**src/design/ctls_pkg.sv**
```systemverilog
// Package with constants and types for the cut-to-length sequencer.
package ctls_pkg;

  // ********************************************************************
  // Widths
  // ********************************************************************
  localparam int unsigned CTLS_LEN_W  = 24;
  localparam int unsigned CTLS_QTY_W  = 16;
  localparam int unsigned CTLS_JOB_W  = 8;
  localparam int unsigned CTLS_SPD_W  = 16;
  localparam int unsigned CTLS_NPUNCH = 4;

  // ********************************************************************
  // Reset values and timing
  // ********************************************************************
  localparam logic [CTLS_LEN_W-1:0] CTLS_LEN_RST   = 24'h000000;
  localparam logic [CTLS_QTY_W-1:0] CTLS_QTY_RST   = 16'h0000;
  localparam logic [15:0]           CTLS_SCALE_ONE = 16'h0100;
  localparam int unsigned           CTLS_SCALE_SH  = 8;
  localparam int unsigned           CTLS_SHEAR_NS  = 2000;
  localparam int unsigned           CTLS_CLK_NS    = 40;
  localparam int unsigned           CTLS_SHEAR_CYC =
    (CTLS_SHEAR_NS + CTLS_CLK_NS - 1) / CTLS_CLK_NS;
  localparam int unsigned           CTLS_SPD_NS    = 40000;
  localparam int unsigned           CTLS_SPD_CYC   = CTLS_SPD_NS / CTLS_CLK_NS;
  localparam logic [CTLS_LEN_W-1:0] CTLS_SLIP_RST  = 24'h000040;

  // ********************************************************************
  // Machine types selected by the configuration switches
  // ********************************************************************
  localparam logic [1:0] CTLS_MT_FLYING = 2'h0;
  localparam logic [1:0] CTLS_MT_STOP   = 2'h1;
  localparam logic [1:0] CTLS_MT_DIE    = 2'h2;
  localparam logic [1:0] CTLS_MT_ROLL   = 2'h3;

  typedef enum logic [2:0] {
    CTLS_IDLE, CTLS_FEED, CTLS_CREEP, CTLS_CUT, CTLS_DONE
  } ctls_st_t;

  // One order as it is programmed and queued.
  typedef struct packed {
    logic [CTLS_JOB_W-1:0]                 job;
    logic [CTLS_QTY_W-1:0]                 qty;
    logic [CTLS_LEN_W-1:0]                 len;
    logic [CTLS_NPUNCH-1:0][CTLS_LEN_W-1:0] punch;
    logic [CTLS_NPUNCH-1:0]                punch_en;
    logic                                  run_next;
  } ctls_order_t;

  // Setup values; only those of the selected machine type take effect.
  typedef struct packed {
    logic [15:0]           scale;
    logic [CTLS_LEN_W-1:0] creep_dist;
    logic [CTLS_LEN_W-1:0] accel_dist;
    logic [CTLS_LEN_W-1:0] match_tol;
    logic [CTLS_LEN_W-1:0] slip_lim;
  } ctls_setup_t;

  // Status view.
  typedef struct packed {
    logic [CTLS_JOB_W-1:0] job;
    logic [CTLS_QTY_W-1:0] done;
    logic [CTLS_QTY_W-1:0] qty;
    logic [CTLS_SPD_W-1:0] speed;
    logic [CTLS_LEN_W-1:0] pos;
    logic                  automatic_mode;
    logic                  slip_fault;
  } ctls_status_t;

endpackage : ctls_pkg

```
**src/design/ctls_sequencer.sv**
```systemverilog
// Length-control sequencer of a cut-to-length machine controller.
// Operation
// - Accumulate line encoder pulses into material length past the shear.
// - Fire punch output when position reaches an enabled punch point.
// - At part length cycle shear and count one completed part.
// - At order quantity stop, unless next queued order runs immediately.
// - Feed-to-stop: creep speed ahead of cut, then stop for cut.
// - Flying die: accelerate die, servo error to zero, cut when matched.
// - Roll feed: servo material speed, stop exactly at next point.
// - Compare line and press encoder; shut down line on slip.
// - Machine type switches select which setup parameters apply.
// - Next orders may be queued while an order is running.
// - Status shows current order, progress and line speed.
// - Cycle button shears and zeroes length; auto only non-stop.
// - Run enters automatic mode; halt stops and returns to manual.
`timescale 1ns/1ps
module ctls_sequencer
  import ctls_pkg::*;
(
  input  wire logic                  core_clk_i,
  input  wire logic                  rst_i,
  input  wire logic                  line_pulse_i,
  input  wire logic                  press_pulse_i,
  input  wire logic                  die_pulse_i,
  input  wire logic                  die_dir_i,
  input  wire logic [1:0]            mach_type_i,
  input  wire logic                  two_enc_i,
  input  wire ctls_setup_t           setup_i,
  input  wire ctls_order_t           order_i,
  input  wire logic                  order_valid_i,
  output logic                       order_ready_o,
  input  wire logic                  cycle_req_i,
  input  wire logic                  run_req_i,
  input  wire logic                  halt_req_i,
  output logic                       shear_o,
  output logic [CTLS_NPUNCH-1:0]     punch_o,
  output logic                       run_fwd_o,
  output logic                       creep_o,
  output logic signed [CTLS_LEN_W-1:0] servo_err_o,
  output logic                       die_accel_o,
  output ctls_status_t               status_o
);

  // ********************************************************************
  // State
  // ********************************************************************
  typedef struct packed {
    ctls_st_t              st;
    logic                  autom;
    ctls_order_t           cur;
    logic                  cur_vld;
    ctls_order_t           nxt;
    logic                  nxt_vld;
    logic [CTLS_LEN_W+7:0] raw;
    logic [CTLS_LEN_W+7:0] press_raw;
    logic signed [CTLS_LEN_W-1:0] die_pos;
    logic [CTLS_QTY_W-1:0] done;
    logic [7:0]            shear_cnt;
    logic [CTLS_NPUNCH-1:0] punch;
    logic [CTLS_NPUNCH-1:0] punch_hit;
    logic                  slip;
    logic [15:0]           spd_tmr;
    logic [CTLS_SPD_W-1:0] spd_acc;
    logic [CTLS_SPD_W-1:0] speed;
    logic signed [CTLS_LEN_W-1:0] err;
  } ctls_state_t;

  ctls_state_t s_q;
  ctls_state_t s_d;

  logic [CTLS_LEN_W-1:0] pos;
  logic [CTLS_LEN_W-1:0] press_pos;
  logic [CTLS_LEN_W-1:0] to_cut;
  logic                  nonstop;
  logic                  at_len;
  logic                  matched;
  logic [CTLS_LEN_W-1:0] creep_d;
  logic [CTLS_LEN_W-1:0] accel_d;
  logic [CTLS_LEN_W-1:0] slip_d;
  logic [CTLS_LEN_W-1:0] slip_diff;
  logic [CTLS_NPUNCH-1:0] punch_reach;

  // ********************************************************************
  // Scaled positions and machine-type gating
  // ********************************************************************
  // scaled length unit
  assign pos       = s_q.raw[CTLS_SCALE_SH +: CTLS_LEN_W];
  assign press_pos = s_q.press_raw[CTLS_SCALE_SH +: CTLS_LEN_W];
  assign to_cut    = (s_q.cur.len > pos) ? s_q.cur.len - pos : CTLS_LEN_RST;
  assign at_len    = s_q.cur_vld && (pos >= s_q.cur.len);
  assign nonstop   = (mach_type_i == CTLS_MT_FLYING) ||
                     (mach_type_i == CTLS_MT_DIE);
  assign creep_d = (mach_type_i == CTLS_MT_STOP ||
                    mach_type_i == CTLS_MT_ROLL) ? setup_i.creep_dist
                                                 : CTLS_LEN_RST;
  assign accel_d = (mach_type_i == CTLS_MT_DIE) ? setup_i.accel_dist
                                                : CTLS_LEN_RST;
  assign slip_d  = (setup_i.slip_lim == CTLS_LEN_RST) ? CTLS_SLIP_RST
                                                      : setup_i.slip_lim;
  assign slip_diff = (pos > press_pos) ? pos - press_pos : press_pos - pos;
  // speed match as error within tolerance
  assign matched = (mach_type_i != CTLS_MT_DIE) ||
                   (s_q.err <= $signed(setup_i.match_tol) &&
                    s_q.err >= -$signed(setup_i.match_tol));

  for (genvar g = 0; g < CTLS_NPUNCH; g++) begin : g_punch
    assign punch_reach[g] = s_q.cur.punch_en[g] &&
                            (pos >= s_q.cur.punch[g]);
  end : g_punch

  // ********************************************************************
  // Next-state logic
  // ********************************************************************
  always_comb begin
    s_d = s_q;
    if (order_valid_i && !s_q.nxt_vld) begin
      s_d.nxt     = order_i;
      s_d.nxt_vld = 1'b1;
    end
    if (s_q.shear_cnt != 8'h00) begin
      s_d.shear_cnt = s_q.shear_cnt - 8'h01;
    end
    if (line_pulse_i) begin
      s_d.raw = s_q.raw + {16'h0000, setup_i.scale};
      s_d.spd_acc = s_q.spd_acc + 16'h0001;
    end
    if (press_pulse_i) begin
      s_d.press_raw = s_q.press_raw + {16'h0000, setup_i.scale};
    end
    if (die_pulse_i) begin
      s_d.die_pos = die_dir_i ? s_q.die_pos + 24'sh000001
                              : s_q.die_pos - 24'sh000001;
    end
    if (s_q.spd_tmr == 16'(CTLS_SPD_CYC - 1)) begin
      s_d.spd_tmr = 16'h0000;
      s_d.speed   = s_q.spd_acc;
      s_d.spd_acc = line_pulse_i ? 16'h0001 : 16'h0000;
    end else begin
      s_d.spd_tmr = s_q.spd_tmr + 16'h0001;
    end
    // die position error to cut point
    s_d.err = $signed(to_cut) - s_q.die_pos;
    s_d.punch = 4'h0;
    if (two_enc_i && s_q.st != CTLS_IDLE && slip_diff > slip_d) begin
      s_d.slip  = 1'b1;
      s_d.autom = 1'b0;
      s_d.st    = CTLS_IDLE;
    end else begin
      case (s_q.st)
        CTLS_IDLE: begin
          if (run_req_i && !s_q.slip && (s_q.cur_vld || s_q.nxt_vld)) begin
            s_d.autom = 1'b1;
            s_d.st    = CTLS_FEED;
            if (!s_q.cur_vld) begin
              s_d.cur     = s_q.nxt;
              s_d.cur_vld = 1'b1;
              s_d.nxt_vld = 1'b0;
              s_d.done    = CTLS_QTY_RST;
            end
          end else if (run_req_i) begin
            s_d.slip = 1'b0;
          end
        end
        CTLS_FEED, CTLS_CREEP: begin
          // fire each punch once per part
          s_d.punch     = punch_reach & ~s_q.punch_hit;
          s_d.punch_hit = s_q.punch_hit | punch_reach;
          // creep ahead of the cut point
          if (!nonstop && to_cut <= creep_d) begin
            s_d.st = CTLS_CREEP;
          end
          if (at_len && matched) begin
            s_d.st        = CTLS_CUT;
            s_d.shear_cnt = 8'(CTLS_SHEAR_CYC);
            s_d.done      = s_q.done + 16'h0001;
          end
        end
        CTLS_CUT: begin
          if (s_q.shear_cnt == 8'h01) begin
            s_d.raw       = s_q.raw - {s_q.cur.len, 8'h00};
            s_d.press_raw = s_q.press_raw - {s_q.cur.len, 8'h00};
            s_d.punch_hit = 4'h0;
            s_d.die_pos   = 24'sh000000;
            s_d.st        = CTLS_FEED;
            if (s_q.done >= s_q.cur.qty) begin
              s_d.st = CTLS_DONE;
            end
          end
        end
        CTLS_DONE: begin
          // chain to an immediate next order
          if (s_q.nxt_vld && s_q.nxt.run_next) begin
            s_d.cur     = s_q.nxt;
            s_d.nxt_vld = 1'b0;
            s_d.done    = CTLS_QTY_RST;
            s_d.st      = CTLS_FEED;
          end else begin
            s_d.cur_vld = 1'b0;
            s_d.autom   = 1'b0;
            s_d.st      = CTLS_IDLE;
          end
        end
        default: s_d.st = CTLS_IDLE;
      endcase
      // cycle button shears and zeroes length
      if (cycle_req_i && s_q.shear_cnt == 8'h00 &&
          (!s_q.autom || nonstop)) begin
        s_d.shear_cnt = 8'(CTLS_SHEAR_CYC);
        s_d.raw       = '0;
        s_d.press_raw = '0;
        s_d.punch_hit = 4'h0;
      end
      if (halt_req_i) begin
        s_d.autom = 1'b0;
        s_d.st    = CTLS_IDLE;
        // A punch pulse must not launch into the stopped state.
        s_d.punch = 4'h0;
      end
    end
  end

  // ********************************************************************
  // State register
  // ********************************************************************
  always_ff @(posedge core_clk_i or posedge rst_i) begin
    if (rst_i) begin
      s_q <= '0;
    end else begin
      s_q <= s_d;
    end
  end

  // ********************************************************************
  // Outputs
  // ********************************************************************
  // run, creep, punch and servo outputs inactive while stopped
  assign order_ready_o = !s_q.nxt_vld;
  assign shear_o       = s_q.shear_cnt != 8'h00;
  assign punch_o       = s_q.punch;
  assign run_fwd_o     = (s_q.st == CTLS_FEED) || (s_q.st == CTLS_CREEP) ||
                         ((s_q.st == CTLS_CUT) && nonstop);
  assign creep_o       = s_q.st == CTLS_CREEP;
  assign die_accel_o   = (mach_type_i == CTLS_MT_DIE) &&
                         (s_q.st == CTLS_FEED) && (to_cut <= accel_d);
  assign servo_err_o   = (die_accel_o ||
                          (mach_type_i == CTLS_MT_ROLL && run_fwd_o))
                         ? s_q.err : 24'sh000000;
  assign status_o.job  = s_q.cur.job;
  assign status_o.done = s_q.done;
  assign status_o.qty  = s_q.cur.qty;
  assign status_o.speed = s_q.speed;
  assign status_o.pos  = pos;
  assign status_o.automatic_mode = s_q.autom;
  assign status_o.slip_fault = s_q.slip;

  // ********************************************************************
  // Checks
  // ********************************************************************
  shear_width_a: assert property (
    @(posedge core_clk_i) disable iff (rst_i)
    $rose(shear_o) |-> shear_o [*8])
    else $error("Shear pulse too short.");
  done_inc_a: assert property (
    @(posedge core_clk_i) disable iff (rst_i)
    (s_q.st != CTLS_CUT && s_d.st == CTLS_CUT) |=>
    status_o.done == $past(status_o.done) + 16'h0001)
    else $error("Done count did not step.");
  stopped_idle_a: assert property (
    @(posedge core_clk_i) disable iff (rst_i)
    (s_q.st == CTLS_IDLE) |-> !run_fwd_o && !creep_o && punch_o == 4'h0)
    else $error("Output active while stopped.");
  halt_manual_a: assert property (
    @(posedge core_clk_i) disable iff (rst_i)
    halt_req_i |=> !status_o.automatic_mode)
    else $error("Halt did not return to manual.");
  creep_type_a: assert property (
    @(posedge core_clk_i) disable iff (rst_i)
    creep_o |-> !nonstop)
    else $error("Creep on a non-stop machine.");
  slip_stop_a: assert property (
    @(posedge core_clk_i) disable iff (rst_i)
    $rose(status_o.slip_fault) |-> !run_fwd_o)
    else $error("Line runs after slip.");
  queue_take_a: assert property (
    @(posedge core_clk_i) disable iff (rst_i)
    (order_valid_i && order_ready_o) |=> !order_ready_o)
    else $error("Queued order not taken.");
  punch_once_a: assert property (
    @(posedge core_clk_i) disable iff (rst_i)
    punch_o != 4'h0 |=> (punch_o & $past(punch_o)) == 4'h0)
    else $error("Punch fired twice.");

endmodule : ctls_sequencer

```
**config.mk**
```make
export PLATFORM = sky130hd
export DESIGN_NAME = ctls_sequencer
export DESIGN_NICKNAME = d
export VERILOG_FILES = /design/src/design/ctls_pkg.sv /design/src/design/ctls_sequencer.sv
export SDC_FILE = /design/constraint.sdc
export NUM_CORES = 2
export LEC_CHECK = 0
export BUFFER_PORTS_ARGS = -buffer_cell sky130_fd_sc_hd__buf_2
export CAP_MARGIN = 20
export CORE_MARGIN = 10
export CORE_UTILIZATION = 44
export DETAILED_ROUTE_END_ITERATION = 7
export PLACE_DENSITY = 0.66
export REMOVE_ABC_BUFFERS = 1
export SLEW_MARGIN = 5
export SYNTH_ARGS = -nofsm -noshare
export SYNTH_HDL_FRONTEND = slang
export SYNTH_SLANG_ARGS = --single-unit
```
**constraint.sdc**
```tcl
create_clock -name core_clk_i -period 17.83 [get_ports core_clk_i]
set_input_delay 0 -clock core_clk_i [delete_from_list [all_inputs] [get_ports core_clk_i]]
set_output_delay 0 -clock core_clk_i [all_outputs]
set_load 0.1 [all_outputs]
```
# Word level (Yosys, flattened, before mapping)
# Cells that the tools add are included.
[op_classes]
n_shift = 0
n_bitwise = 4
n_addsub = 15
n_eq_ne = 21
magnitude_cmp = 13
muxes = 52
n_reduce_logical = 53
mul = 0
n_div = 0
[ops]
columns = ["operator", "n"]
rows = [
  ["151-bit one-hot mux with 2 select lines", 1],
  ["24-bit 2-to-1 mux", 9],
  ["88-bit 2-to-1 mux", 2],
  ["154-bit 2-to-1 mux", 1],
  ["150-bit 2-to-1 mux", 1],
  ["149-bit 2-to-1 mux", 1],
  ["24-bit >= comparator", 6],
  ["121-bit 2-to-1 mux", 1],
  ["32-bit 2-to-1 mux", 3],
  ["24-bit subtractor", 4],
  ["16-bit 2-to-1 mux", 5],
  ["24-bit greater-than comparator", 3],
  ["24-bit less-or-equal comparator", 3],
  ["32-bit by 16-bit adder with 32-bit output", 2],
  ["64-bit 2-to-1 mux", 1],
  ["32-bit subtractor", 2],
  ["16-bit by 1-bit adder with 16-bit output (second input constant)", 3],
  ["16-bit one-hot mux with 3 select lines", 1],
  ["24-bit by 2-bit adder with 24-bit output (second input constant)", 1],
  ["24-bit zero test", 1],
  ["24-bit negation", 1],
  ["24-bit by 2-bit subtractor with 24-bit output (second input constant)", 1],
  ["1-bit logical AND", 20],
  ["4-bit 2-to-1 mux", 5],
  ["other kinds (38)", 80],
]
[totals]
latch_bits = 0
reg_bits = 496
out_inout_bits = 115
mem_bits_rw = 0
n_memories = 0
mem_bits_ro = 0

# Logic depth before layout (Yosys ltp)
[logic_depth]
ltp_word = 10
mapped_depth = 28
depth_no_buf = 25

# Least setup slack after synthesis
# No wires, ideal clock.
[synth_path]
path_kind = "flip-flop to output port"
from = "reg s_q, in the netlist status_o[3]"
to = "out servo_err_o[10]"
n_path_buf = 2
arrival_time_ns = 6.435
path_stages_with_launch = 20
slack_ns = 11.395
cell_sequence = "dfrtp_1 inv_1 fa_1 a211oi_1 o21ai_1 a221oi_1 o2111ai_1 nand2_1 clkbuf_1 nor2_1 ha_1 and4_1 and2_1 a221oi_1 o211ai_1 a221oi_1 a21o_1 a31oi_1 clkbuf_1 nor2b_1"
[synth_between]
elab_chain_cells = 6
[synth_rtl]
columns = ["item", "line", "text"]
rows = [
  ["from (decl)", "ctls_sequencer.sv:68", "ctls_state_t s_q;"],
  ["from (signal assigned)", "ctls_sequencer.sv:227", "s_q <= '0;"],
  ["from (signal assigned)", "ctls_sequencer.sv:229", "s_q <= s_d;"],
  ["24-bit subtractor / 24-bit greater-than comparator (equally long branches)", "ctls_sequencer.sv:89", "assign to_cut = (s_q.cur.len > pos) ? s_q.cur.len - pos : CTLS_LEN_RST;"],
  ["24-bit 2-to-1 mux *", "ctls_sequencer.sv:89", ""],
  ["24-bit less-or-equal comparator *", "ctls_sequencer.sv:244", "(s_q.st == CTLS_FEED) && (to_cut <= accel_d);"],
  ["1-bit logical AND *", "ctls_sequencer.sv:244", ""],
  ["net die_accel_o", "ctls_sequencer.sv:40", "output logic die_accel_o,"],
  ["1-bit logical OR *", "ctls_sequencer.sv:245", "assign servo_err_o = (die_accel_o ||"],
  ["24-bit 2-to-1 mux *", "ctls_sequencer.sv:247", "? s_q.err : 24'sh000000;"],
  ["to (decl)", "ctls_sequencer.sv:39", "output logic signed [CTLS_LEN_W-1:0] servo_err_o,"],
]
# Mark *: on every way through the listed nets, which the timed path passes. The rest lies on a longest branch.

# Worst setup path after layout
[layout_path]
from = "reg s_q, in the netlist status_o[23]"
to = "reg s_q[129] in the netlist's numbering"
[layout_between]
elab_chain_cells = 5
[layout_rtl]
columns = ["item", "line", "text"]
rows = [
  ["24-bit subtractor / 24-bit greater-than comparator (equally long branches)", "ctls_sequencer.sv:100", "assign slip_diff = (pos > press_pos) ? pos - press_pos : press_pos - pos;"],
  ["24-bit 2-to-1 mux *", "ctls_sequencer.sv:100", ""],
  ["24-bit greater-than comparator *", "ctls_sequencer.sv:144", "if (two_enc_i && s_q.st != CTLS_IDLE && slip_diff > slip_d) begin"],
  ["1-bit logical AND *", "ctls_sequencer.sv:144", ""],
  ["121-bit 2-to-1 mux *", "ctls_sequencer.sv:144", ""],
]
# Every way passes the cells marked *; elsewhere a longest branch is shown, timed or not.
# A chain may end at the register's enable or synchronous reset.

==> flow_summary.ini <==
[run_status]
status = finished, final reports clean

[finish]
final_cell_count_no_fill = 5411
syn_to_final_growth_pct = 17.0
nFillCells = 7426
drive_gt1_share_pct = 16.4
final_cell_area_um2 = 41500
final_nets = 5011

[setup_path]
crit_chain = inv_1 > ha_1 > a21oi_1 > o21ai_0 > nor2_1 > a31oi_1 > nand2_1 > buf_4 > mux2i_1 > o21ai_0 > o2bb2ai_1 > a32oi_1 > xnor2_1 > ha_1 > nand4_1 > nor3_1 > a311oi_1 > and2_1 > nor2_1 > and2_1 > buf_4 > o21ai_1 > a32o_1 > dlygate4sd3_1
critical_path_arrival_ns = 8.61
crit_fanout = 41
crit_buf_inv = 4
start_kind = flop
slowest_delay_ns = 0.76
cp_slowest_cell = nor2_1
cp_top_family = compound AO/OA/AOI/OAI gates
required_ns = 18.31
endpoint_kind = flop
criticalPathCategory = reg2reg

[yosys]
ys_warn_count = 0
yosysMostFrequentCell = dfrtp_1
synth_cells = 3879
synth_area_leaders = dfrtp_1, ha_1, mux2_2, o21ai_0, xnor2_1
async_flop_share_pct = 100
ys_seq_elements = 496
yosysSeqAreaShare_pct = 35.0
synthTopCellsByCount = dfrtp_1, ha_1, nand2_1, inv_1, o21ai_0
ys_types = 78
synth_area_um2 = 35500
yosysTopAreaCell = dfrtp_1
synth-main-ff-cell = dfrtp_1
avgSynthCellArea_um2 = 9.15
yosys.area.top_type_share_pct = 35.0
synth_edf_count = 0

[timing]
hold_violations = 0
fin_crit_ns = 8.13
worst_pin_slew_ns = 1.14
period_share_pct = 45.6
hold-worst-slack_ns = 0.0394
slew_headroom_pct = 24.3
fmax_ghz = 0.123
fin_setup_tns_ns = 0
setup_violations = 0
rsz0062_at_grt = false
finalClockSkew_ns = 0.0398
finalMaxSlewViolations = 0

[power]
peakVddDrop_uv = 186
power.density_nw_per_um2 = 226
leakage_nw = 19.9

[drt]
viasPerCell = 5.49
vias = 29713
wl_per_cell_um = 19.9
drt_wl_total_um = 108000
drt-initial-drc-count = 1938
ant_nets = 0
dr.pass1.iters = 7
drc = 0

[clock_network]
clk_pin_slew_ns = 0.07
clk_latency_ns = 0.63
clkSinkCount = 496
h-tree-depth = 2
clockBufferDepth = 3
cts_tree = done
root_buffer = clkbuf_16
numCtsBuffers = 57

[floorplanning]
die_h_um = 304
dieWidth_um = 304
initial_utilization_pct = 44.2
fp.dieArea_um2 = 92400
coreArea_um2 = 80300
rows = 104
boundaryPins = 389

[place]
placedInstanceArea_um2 = 37800
place_congestion = 0.988
dp_hpwl_um = 82700
dpl.cell_count = 5132
io_buffers = 388

[grt]
grt_pass1_vias = 29998
grt_max_degree = 251
track_usage_pct = 22.5
antenna_found_initial = 9
gr-total-overflow = 0
grt_pass1_wl_um = 169000

[worst_hold_path]
hold_path.class = in2reg

[run]
max_cap_violations = 0
==> where the power goes <==
group | switching, mW | internal (mW) | total [mW]
Clock | 0.493 | 0.765 | 1.26
Combinational | 3.74 | 2.36 | 6.10
Sequential | 0.407 | 1.64 | 2.04
Total | 4.64 | 4.76 | 9.40
==> path summary, 6_finish.rpt <==
path / start / to / slack (ns) / cells past startpoint
max reg2reg: status_o[23]$_DFF_PP0_ / s_q[129]$_DFFE_PP0P_ / 9.70 / 24
max in group asynchronous: rst_i / s_q[461]$_DFFE_PP0P_ / 15.47 / 5
min in group asynchronous: rst_i / status_o[18]$_DFF_PP0_ / 0.09 / 3
min: die_pulse_i / s_q[106]$_DFF_PP0_ / 0.04 / 3
min reg2reg: s_q[76]$_DFFE_PP0P_ / punch_o[3]$_DFF_PP0_ / 0.44 / 1
max: status_o[23]$_DFF_PP0_ / s_q[129]$_DFFE_PP0P_ / 9.70 / 24
==> kinds of logic after synthesis <==
| family | synth area share [%] |
|---|---|
| multiplexers | 7.03 |
| AND/OR/NAND/NOR | 13.7 |
| adder cells (fa/ha/maj) | 15.6 |
| flip-flops | 35.0 |
| buffers and inverters | 6.51 |
| XOR/XNOR | 5.88 |
| AO/OA/AOI/OAI | 16.3 |
==> worst register-to-register path, stage by stage (launching register included) <==
cell and delay [ns]:
dfrtp_1 0.58, inv_1 0.16, ha_1 0.49, a21oi_1 0.11
o21ai_0 0.42, nor2_1 0.10, a31oi_1 0.39, nand2_1 0.39
buf_4 0.34, mux2i_1 0.30, o21ai_0 0.15, o2bb2ai_1 0.22
a32oi_1 0.26, xnor2_1 0.12, ha_1 0.31, nand4_1 0.09
nor3_1 0.30, a311oi_1 0.19, and2_1 0.35, nor2_1 0.76
and2_1 0.23, buf_4 0.49, o21ai_1 0.37, a32o_1 0.32
dlygate4sd3_1 0.56
==> cell type report <==
| cell class | instances | area [um2] | share of cell area, % |
|---|---|---|---|
| clock buffers | 83 | 1670 | 4.01 |
| inverters | 308 | 1160 | 2.80 |
| repair buffers | 576 | 3790 | 9.13 |
| clock inverters | 25 | 364 | 0.877 |
| multi-input cells | 2860 | 20800 | 50.1 |
| well taps | 1060 | 1330 | 3.19 |
| diodes | 3 | 7.51 | 0.0181 |
| flip-flops and latches | 496 | 12400 | 29.9 |
==> metrics by stage <==
stage	total power [mW]	utilization [%]	setup WS, ns
final	9.40	51.7	9.70
after global routing	10.2	51.7	9.20
after CTS	9.37	51.7	9.83
after detailed placement	8.03	47.1	10.25
after global placement	7.96	47.1	10.44
after floorplan	6.64	-	1.08
==> metal layers <==
layer  GRT usage, %  wire (um)  vias up
met2           37.5      49800      857
met4           6.33       3090        2
met3           4.07       6570      165
met5              0         13        -
met1           29.6      48100    14254
li1               -          -    14435
==> timing repair <==
action                                  CTS  global route
endpoints found under the setup margin    0             0
hold buffers                            166             0
endpoints found under the hold margin   284             0
resized for setup                         0             0
setup buffers                             0             0
==> registers in the layout, summed over array words and instances (netlist names) <==
| signal | cells |
|---|---|
| press_pos | 24 |
| punch_o | 4 |
| s_q | 386 |
| status_o | 82 |
==> cell usage in the layout (no fill, tap or decap), drive strengths merged, types with 72 or more instances in the layout <==
cell,count
dlygate4sd3,166
nor3,81
o21ai,302
nand2,367
xor2,78
ha,429
nand3,72
a21oi,235
a21o,118
inv,310
mux2,185
nor2,208
xnor2,160
buf,410
dfrtp,496
clkbuf,83
Note: power is estimated with default switching activity, not from simulation.
